<file path="src/pkg/adc_sel_pkg.sv">
// constants for the converter input select and result format block
// assumes a 32-bit apb slave with byte addresses and a 20 mhz pclk
package adc_sel_pkg;
  localparam logic [7:0] input_select_offset = 8'h7c;
  localparam logic [7:0] result_low_offset = 8'h78;
  localparam logic [7:0] result_high_offset = 8'h79;
  // byte addresses of the word-aligned registers (offsets not all multiples of four)
  localparam logic [11:0] addr_input_select = 12'h1f0;
  localparam logic [11:0] addr_result_low = 12'h1e0;
  localparam logic [11:0] addr_result_high = 12'h1e4;
  localparam logic [11:0] addr_status = 12'h200;
  localparam logic [11:0] addr_mask = 12'h204;
  localparam logic [7:0] input_select_reset = 8'h00;
  localparam int ref_hi = 7;
  localparam int ref_lo = 6;
  localparam int align_bit = 5;
  localparam int chan_hi = 4;
  localparam int result_width = 10;
  localparam int status_done_bit = 0;
  typedef enum logic [1:0] {
    ref_external = 2'h0,
    ref_supply = 2'h1,
    ref_internal_1v1 = 2'h2,
    ref_internal_2v56 = 2'h3
  } reference_t;
  typedef enum logic [1:0] {
    gain_none = 2'h0,
    gain_x1 = 2'h1,
    gain_x10 = 2'h2,
    gain_x200 = 2'h3
  } gain_t;
  typedef enum logic [1:0] {
    conv_idle = 2'b00,
    conv_busy = 2'b01
  } conv_state_t;
  localparam logic [3:0] input_bandgap = 4'h8;
  localparam logic [3:0] input_ground = 4'h9;
endpackage : adc_sel_pkg

</file>
<file path="src/core/adc_channel_decode.sv">
// decodes the 5-bit channel and gain code into analog routing
// assumes the latched code is stable for the whole conversion
module adc_channel_decode
(
  input wire logic [4:0] channel_gain_select,
  output logic [3:0] positive_input,
  output logic [3:0] negative_input,
  output logic differential,
  output adc_sel_pkg::gain_t gain
);
  import adc_sel_pkg::*;
  wire is_single = (channel_gain_select[4:3] == 2'h0);
  wire is_gained = (channel_gain_select[4:3] == 2'h1);
  wire is_special = (channel_gain_select[4:1] == 4'hf);
  wire [3:0] gained_pos = {3'h0, channel_gain_select[0]} + (channel_gain_select[2] ? 4'h2 : 4'h0);
  wire [3:0] gained_neg = channel_gain_select[2] ? 4'h2 : 4'h0;
  wire [3:0] unity_pos_b = {1'h0, channel_gain_select[2:0]};
  wire [3:0] unity_neg = channel_gain_select[3] ? 4'h2 : 4'h1;
  always_comb
  begin
    positive_input = {1'h0, channel_gain_select[2:0]};
    negative_input = 4'h0;
    differential = 1'b0;
    gain = gain_none;
    if (is_special)
    begin
      positive_input = channel_gain_select[0] ? input_ground : input_bandgap;
    end
    else if (is_gained)
    begin
      positive_input = gained_pos;
      negative_input = gained_neg;
      differential = 1'b1;
      gain = channel_gain_select[1] ? gain_x200 : gain_x10;
    end
    else if (!is_single)
    begin
      positive_input = unity_pos_b;
      negative_input = unity_neg;
      differential = 1'b1;
      gain = gain_x1;
    end
  end
endmodule : adc_channel_decode

</file>
<file path="src/core/adc_input_select.sv">
// input select register, result formatting and done flag behind apb
// assumes the analog core pulses conv_done with conv_code for one cycle
module adc_input_select
(
  input wire logic pclk,
  input wire logic presetn,
  input wire logic psel,
  input wire logic penable,
  input wire logic pwrite,
  input wire logic [11:0] paddr,
  input wire logic [31:0] pwdata,
  output logic [31:0] prdata,
  output logic pready,
  output logic pslverr,
  input wire logic conv_start,
  input wire logic conv_done,
  input wire logic [9:0] conv_code,
  output adc_sel_pkg::reference_t reference_select,
  output logic [3:0] positive_input,
  output logic [3:0] negative_input,
  output logic differential,
  output adc_sel_pkg::gain_t gain,
  output logic conversion_done_flag,
  output logic irq
);
  import adc_sel_pkg::*;

  logic [7:0] converter_input_select;
  logic [9:0] result;
  logic result_frozen;
  logic done_mask;
  logic [1:0] active_ref;
  logic [4:0] active_chan;
  conv_state_t state;
  logic [31:0] next_prdata;

  wire access = psel && penable;
  wire wr = access && pwrite;
  wire rd = access && !pwrite;
  wire hit_sel = (paddr == addr_input_select);
  wire hit_low = (paddr == addr_result_low);
  wire hit_high = (paddr == addr_result_high);
  wire hit_stat = (paddr == addr_status);
  wire hit_mask = (paddr == addr_mask);
  wire hit_any = hit_sel || hit_low || hit_high || hit_stat || hit_mask;
  wire left_align_result = converter_input_select[align_bit];
  wire [4:0] channel_gain_select = converter_input_select[chan_hi:0];
  wire [1:0] ref_field = converter_input_select[ref_hi:ref_lo];
  wire done_clear = wr && hit_stat && pwdata[status_done_bit];
  // result updates unless the low byte was read and the high byte still pending
  wire result_load = conv_done && !result_frozen;
  wire [7:0] result_low_byte = left_align_result ? {result[1:0], 6'h00}
                                                 : result[7:0];
  wire [7:0] result_high_byte = left_align_result ? result[9:2]
                                                  : {6'h00, result[9:8]};
  wire result_sign_bit = result[result_width - 1];

  assign pready = 1'b1;
  assign pslverr = access && !hit_any;
  assign irq = conversion_done_flag && done_mask;
  assign reference_select = reference_t'(active_ref);

  always_comb
  begin
    next_prdata = 32'h0000_0000;
    if (hit_sel)
      next_prdata = {24'h00_0000, converter_input_select};
    else if (hit_low)
      next_prdata = {24'h00_0000, result_low_byte};
    else if (hit_high)
      next_prdata = {24'h00_0000, result_high_byte};
    else if (hit_stat)
      next_prdata = {31'h0000_0000, conversion_done_flag};
    else if (hit_mask)
      next_prdata = {31'h0000_0000, done_mask};
  end
  assign prdata = next_prdata;

  always_ff @(posedge pclk or negedge presetn)
  begin
    if (!presetn)
      converter_input_select <= input_select_reset;
    else if (wr && hit_sel)
      converter_input_select <= pwdata[7:0];
  end

  always_ff @(posedge pclk or negedge presetn)
  begin
    if (!presetn)
      done_mask <= 1'b0;
    else if (wr && hit_mask)
      done_mask <= pwdata[status_done_bit];
  end

  // raw code stored unchanged: unsigned or two's complement as the core delivers
  always_ff @(posedge pclk or negedge presetn)
  begin
    if (!presetn)
      result <= 10'h000;
    else if (result_load)
      result <= conv_code;
  end

  always_ff @(posedge pclk or negedge presetn)
  begin
    if (!presetn)
      result_frozen <= 1'b0;
    else if (rd && hit_high)
      result_frozen <= 1'b0;
    else if (rd && hit_low)
      result_frozen <= 1'b1;
  end

  // set wins over a clear in the same cycle
  always_ff @(posedge pclk or negedge presetn)
  begin
    if (!presetn)
      conversion_done_flag <= 1'b0;
    else if (result_load)
      conversion_done_flag <= 1'b1;
    else if (done_clear)
      conversion_done_flag <= 1'b0;
  end

  always_ff @(posedge pclk or negedge presetn)
  begin
    if (!presetn)
      state <= conv_idle;
    else
    begin
      case (state)
        conv_idle:
        begin
          if (conv_start)
            state <= conv_busy;
        end
        conv_busy:
        begin
          if (conv_done)
            state <= conv_idle;
        end
        default:
        begin
          state <= conv_idle;
        end
      endcase
    end
  end

  // selection only follows the register while no conversion runs
  always_ff @(posedge pclk or negedge presetn)
  begin
    if (!presetn)
    begin
      active_ref <= 2'h0;
      active_chan <= 5'h00;
    end
    else if (state == conv_idle && !conv_start)
    begin
      active_ref <= ref_field;
      active_chan <= channel_gain_select;
    end
  end

  adc_channel_decode u_decode
  (
    .channel_gain_select(active_chan),
    .positive_input(positive_input),
    .negative_input(negative_input),
    .differential(differential),
    .gain(gain)
  );

  hold_sel_a: assert property (@(posedge pclk) disable iff (!presetn)
    (state == conv_busy) |=> $stable(active_ref) && $stable(active_chan))
    else $error("selection changed during conversion");
  flag_set_a: assert property (@(posedge pclk) disable iff (!presetn)
    result_load |=> conversion_done_flag && result == $past(conv_code))
    else $error("done flag or result not updated");
  flag_clear_a: assert property (@(posedge pclk) disable iff (!presetn)
    done_clear && !result_load |=> !conversion_done_flag)
    else $error("done flag not cleared");
  freeze_hold_a: assert property (@(posedge pclk) disable iff (!presetn)
    result_frozen && !(rd && hit_high) |=> $stable(result))
    else $error("result changed while frozen");
  freeze_set_a: assert property (@(posedge pclk) disable iff (!presetn)
    rd && hit_low && !hit_high |=> result_frozen)
    else $error("low read did not freeze result");
  left_map_a: assert property (@(posedge pclk) disable iff (!presetn)
    left_align_result |-> result_high_byte == result[9:2]
      && result_low_byte[7:6] == result[1:0])
    else $error("left aligned mapping wrong");
  right_map_a: assert property (@(posedge pclk) disable iff (!presetn)
    !left_align_result |-> result_high_byte == {6'h00, result[9:8]}
      && result_low_byte == result[7:0])
    else $error("right aligned mapping wrong");
  align_now_a: assert property (@(posedge pclk) disable iff (!presetn)
    wr && hit_sel && pwdata[align_bit] |=> result_high_byte == result[9:2])
    else $error("align change not immediate");
  sign_bit_a: assert property (@(posedge pclk) disable iff (!presetn)
    left_align_result |-> result_high_byte[7] == result_sign_bit)
    else $error("sign bit misplaced");
  irq_out_a: assert property (@(posedge pclk) disable iff (!presetn)
    irq == (conversion_done_flag && done_mask))
    else $error("interrupt level wrong");

  ref_out_a: assert property (@(posedge pclk) disable iff (!presetn)
    1'b1
    |-> reference_select == reference_t'(active_ref))
    else $error("reference output differs from latched field");

  sel_idle_a: assert property (@(posedge pclk) disable iff (!presetn)
    state == conv_idle && !conv_start
    |=> active_ref == $past(ref_field) && active_chan == $past(channel_gain_select))
    else $error("idle selection did not follow register");

  start_latch_a: assert property (@(posedge pclk) disable iff (!presetn)
    state == conv_idle && conv_start
    |=> state == conv_busy && $stable(active_ref) && $stable(active_chan))
    else $error("selection not latched at start");

  busy_end_a: assert property (@(posedge pclk) disable iff (!presetn)
    state == conv_busy && conv_done
    |=> state == conv_idle)
    else $error("conversion did not end on done");

  frozen_drop_a: assert property (@(posedge pclk) disable iff (!presetn)
    conv_done && result_frozen && !done_clear
    |=> conversion_done_flag == $past(conversion_done_flag))
    else $error("frozen result still touched the flag");

  high_read_a: assert property (@(posedge pclk) disable iff (!presetn)
    rd && hit_high
    |=> !result_frozen)
    else $error("high byte read did not release result");

  set_wins_a: assert property (@(posedge pclk) disable iff (!presetn)
    result_load && done_clear
    |=> conversion_done_flag)
    else $error("clear beat a new result");

  flag_hold_a: assert property (@(posedge pclk) disable iff (!presetn)
    !result_load && !done_clear
    |=> $stable(conversion_done_flag))
    else $error("done flag moved without cause");

  load_only_a: assert property (@(posedge pclk) disable iff (!presetn)
    !result_load
    |=> $stable(result))
    else $error("result changed without a load");

  left_low_zero_a: assert property (@(posedge pclk) disable iff (!presetn)
    left_align_result
    |-> result_low_byte[5:0] == 6'h00)
    else $error("left aligned low byte not padded");

  right_high_zero_a: assert property (@(posedge pclk) disable iff (!presetn)
    !left_align_result
    |-> result_high_byte[7:2] == 6'h00)
    else $error("right aligned high byte not padded");

  sign_right_a: assert property (@(posedge pclk) disable iff (!presetn)
    !left_align_result
    |-> result_high_byte[1] == result_sign_bit)
    else $error("right aligned sign bit misplaced");

  sel_write_a: assert property (@(posedge pclk) disable iff (!presetn)
    wr && hit_sel
    |=> converter_input_select == $past(pwdata[7:0]))
    else $error("select register write lost");

  read_low_a: assert property (@(posedge pclk) disable iff (!presetn)
    rd && hit_low
    |-> prdata == {24'h00_0000, result_low_byte})
    else $error("low byte read wrong");

  read_high_a: assert property (@(posedge pclk) disable iff (!presetn)
    rd && hit_high
    |-> prdata == {24'h00_0000, result_high_byte})
    else $error("high byte read wrong");

  read_sel_a: assert property (@(posedge pclk) disable iff (!presetn)
    rd && hit_sel
    |-> prdata[7:0] == converter_input_select)
    else $error("select register read wrong");

  single_route_a: assert property (@(posedge pclk) disable iff (!presetn)
    active_chan[4:3] == 2'h0
    |-> !differential && gain == gain_none && negative_input == 4'h0)
    else $error("single-ended routing wrong");

  gained_route_a: assert property (@(posedge pclk) disable iff (!presetn)
    active_chan[4:3] == 2'h1
    |-> differential && (gain == gain_x10 || gain == gain_x200))
    else $error("gained pair routing wrong");

  unity_route_a: assert property (@(posedge pclk) disable iff (!presetn)
    active_chan[4] && active_chan[4:1] != 4'hf
    |-> differential && gain == gain_x1)
    else $error("unity pair routing wrong");

  fixed_route_a: assert property (@(posedge pclk) disable iff (!presetn)
    active_chan[4:1] == 4'hf
    |-> !differential && positive_input == (active_chan[0] ? input_ground : input_bandgap))
    else $error("bandgap or ground routing wrong");

  irq_mask_a: assert property (@(posedge pclk) disable iff (!presetn)
    !done_mask
    |-> !irq)
    else $error("masked interrupt raised");

  conv_cycle_c: cover property (@(posedge pclk) disable iff (!presetn)
    conv_start ##[1:100] conv_done);
  frozen_drop_c: cover property (@(posedge pclk) disable iff (!presetn)
    result_frozen && conv_done);
  set_clear_c: cover property (@(posedge pclk) disable iff (!presetn)
    result_load && done_clear);
  busy_write_c: cover property (@(posedge pclk) disable iff (!presetn)
    state == conv_busy && wr && hit_sel);
  frozen_align_c: cover property (@(posedge pclk) disable iff (!presetn)
    result_frozen && wr && hit_sel);
endmodule : adc_input_select

</file>
<file path="config.mk">
export PLATFORM = sky130hd
export DESIGN_NAME = adc_input_select
export DESIGN_NICKNAME = d
export VERILOG_FILES = /design/src/pkg/adc_sel_pkg.sv /design/src/core/adc_channel_decode.sv /design/src/core/adc_input_select.sv
export SDC_FILE = /design/constraint.sdc
export NUM_CORES = 1
export LEC_CHECK = 0
export BUFFER_PORTS_ARGS = -buffer_cell sky130_fd_sc_hd__buf_2
export CORE_MARGIN = 4
export CORE_UTILIZATION = 43
export CTS_CLUSTER_SIZE = 30
export DETAILED_ROUTE_END_ITERATION = 10
export PLACE_DENSITY_LB_ADDON = 0.08
export SYNTH_ARGS = -nofsm -noshare
export SYNTH_HDL_FRONTEND = slang
export SYNTH_SLANG_ARGS = --single-unit
export TNS_END_PERCENT = 5
</file>
<file path="constraint.sdc">
create_clock -name pclk -period 1.85 [get_ports pclk]
set_clock_uncertainty 0.15 [all_clocks]
set_input_delay 0.37 -clock pclk [delete_from_list [all_inputs] [get_ports pclk]]
set_output_delay 0.37 -clock pclk [all_outputs]
set_load 0.005 [all_outputs]
</file>
==> out/metrics.cfg <==
[outcome]
status=complete, but fails checks
violations=setup timing

[synthesis]
synth-edff-count=0
syn_inst=175
ys_warn_count=0
syn_area_per_cell_um2=10.2
synth_ff_type=dfrtp_1
netlist_area_um2=1780
ys_seq_elements=29
ys_types=34
yosysSeqAreaShare_pct=40.8
async_flop_share_pct=100

[place]
port_buffers=58
post-dp-hpwl_um=3270
gp_congestion=0.836

[route]
num_vias=1463
antenna_left=0
drt_iter0_markers=51
drc=0
totalWireLength_um=4180
viasPerCell=4.96
firstDrtPassIters=4
routedWlPerCell_um=14.2

[sta]
slew_viol_final=0
finalCritPeriodShare_pct=106
setup_slack_ns=-0.115
tightest_slew_ns=0.626
maxSlewHeadroom_pct=58.3
finalCriticalPeriod_ns=1.97
finalSetupViolCount=8
timing.hold.ws_ns=0.137
hold_viol=0
max_freq_mhz=509
rsz0062_at_grt=true

[layout]
diodes=0
drive_above_1_share_pct=49.8
area_growth_pct=28.9
final_cell_mix=buf_2, conb_1, mux2_2, dfrtp_1, buf_4
nNetsFinal=305
layout_commonest_cell=buf_2
num-fill-cells=377

[clock_tree]
cts_setup_buffers=0
clock-sinks=29
htree_levels=2
cts_buffer_depth=2
cts_tree=done
clock-root-buffer=clkbuf_8
cts_buffers=5
clk_latency_ns=0.27
clkTransAtPathRegs_ns=0.06

[worst_setup_path]
cpPeakStageDelay_ns=0.46
crit_path_top_delay_cell=dfrtp_2
path_buf_inv=2
critPathArrivalTime_ns=1.45
path_max_fanout=5
reg2reg_depth=3
cp_cell_sequence=nor2_4 > buf_4 > nand2_1 > a21o_1 > a21oi_2 > buf_2
rr_endpoint=result[9]$_DFFE_PN0P_
r2r-start=result_frozen$_DFFE_PN0P_
cp_top_family=flip-flops
reg2reg_slack_ns=0.54
crit_type=reg2out
crit_path_start_kind=register
crit_required_ns=1.33
crit_path_end_kind=primary output

[global_route]
antenna_found_initial=0
grt_use_total_pct=16.6
grt_overflow_total=0
grt_pass1_wl_um=6820
grt_pass1_vias=1517
grt_max_degree=30

[power]
p_leak_nw=1.18
total_power_mw=1.49
p_per_area_nw_per_um2=650
irDropWorstVdd_mv=0.573

[die]
rows=23
die_y_um=72.3
initial_core_util_pct=44.4
dieArea_um2=5220
io_pins=110
die_width_um=72.3
core_area_um2=4000

[hold_path]
hold_path_depth=2
hold_end=state[0]$_DFFE_PN0P_
hold_start=conv_done
hp-class=in2reg

[flow_run]
drv_cap=0

-- cell usage after synthesis (2+ instances only) --
cell type	instances	area (um^2)
a21o_1	2	15.0
a21oi_1	7	35.0
a22oi_1	3	22.5
a2bb2oi_1	3	26.3
and2_1	3	18.8
and3_1	3	18.8
buf_1	2	7.51
buf_4	29	218
clkbuf_1	5	18.8
conb_1	2	7.51
dfrtp_1	29	726
inv_1	3	11.3
mux2_2	27	304
mux2i_1	4	40.0
nand2_1	9	33.8
nand2b_1	2	12.5
nand3_1	5	25.0
nor2_1	12	45.0
nor2b_1	3	18.8
nor3_1	2	10.0
o21ai_0	7	35.0
-- worst max path at each step --
stage                                                     start         to  slack (ns)  depth (start not counted)
after floorplan                                        paddr[9]  prdata[0]       0.008                          4
after global placement                                 paddr[1]  prdata[0]       -0.14                          6
after detailed placement                               paddr[1]  prdata[5]       -0.16                          6
after CTS                 converter_input_select[5]$_DFFE_PN0P_  prdata[5]       -0.12                          6
after global routing      converter_input_select[5]$_DFFE_PN0P_  prdata[1]       -0.20                          5
final                     converter_input_select[5]$_DFFE_PN0P_  prdata[5]       -0.12                          6
-- layer usage --
layer / up-vias / track usage, % / share of wire [%]
li1: 705 / - / -
met3: 2 / 4.85 / 8.2
met4: 0 / 4.38 / 0.48
met1: 698 / 19.2 / 39
met2: 58 / 29.6 / 52
met5: - / 0 / 0
-- through the flow --
stage,setup TNS (ns),setup slack (ns),cell area [um^2],instances,utilization [%]
floorplan,0,0.00835,1870,200,-
global placement,-1.72,-0.142,2080,286,52.1
detailed placement,-2.26,-0.157,2080,286,52.1
CTS,-0.771,-0.120,2270,295,56.8
global route,-1.51,-0.197,2290,295,57.3
finish,-0.700,-0.115,2290,295,57.3
-- layout make-up --
class / count / area [um^2] / share of cell area [%]
flip-flops and latches: 29 / 729 / 31.8
inverters: 3 / 11.3 / 0.492
clock inverters: 1 / 30.0 / 1.31
repair buffers: 73 / 413 / 18.0
multi-input cells: 132 / 958 / 41.8
well taps: 50 / 62.6 / 2.73
clock buffers: 7 / 86.3 / 3.77
-- what timing repair did --
item                                    CTS  global route
pin swaps                                 6             2
hold buffers                              1             0
endpoints found under the setup margin    9            12
cloned                                    0             0
hold endpoints to repair                 29             0
resized for setup                        16             7
-- flip-flops by register name (all words and copies together) (netlist names) --
| register | count |
|---|---|
| reference_select | 2 |
| active_chan | 5 |
| result | 10 |
| result_frozen | 1 |
| converter_input_select | 8 |
| conversion_done_flag | 1 |
| state | 1 |
| done_mask | 1 |
-- where the power goes --
part           internal (mW)  switching, mW
Sequential             0.651         0.0133
Clock                  0.438          0.227
Combinational         0.0761         0.0849
Total                   1.17          0.325
-- cell families after synthesis --
family                 Yosys count  synth area share [%]
and+or+nand+nor                 47                  15.1
other                            2                 0.423
buffers and inverters           39                  14.4
DFF                             29                  40.8
AOI/OAI and AO/OA               27                  9.93
muxes                           31                  19.4
Note: power is estimated with default switching activity, not from simulation.
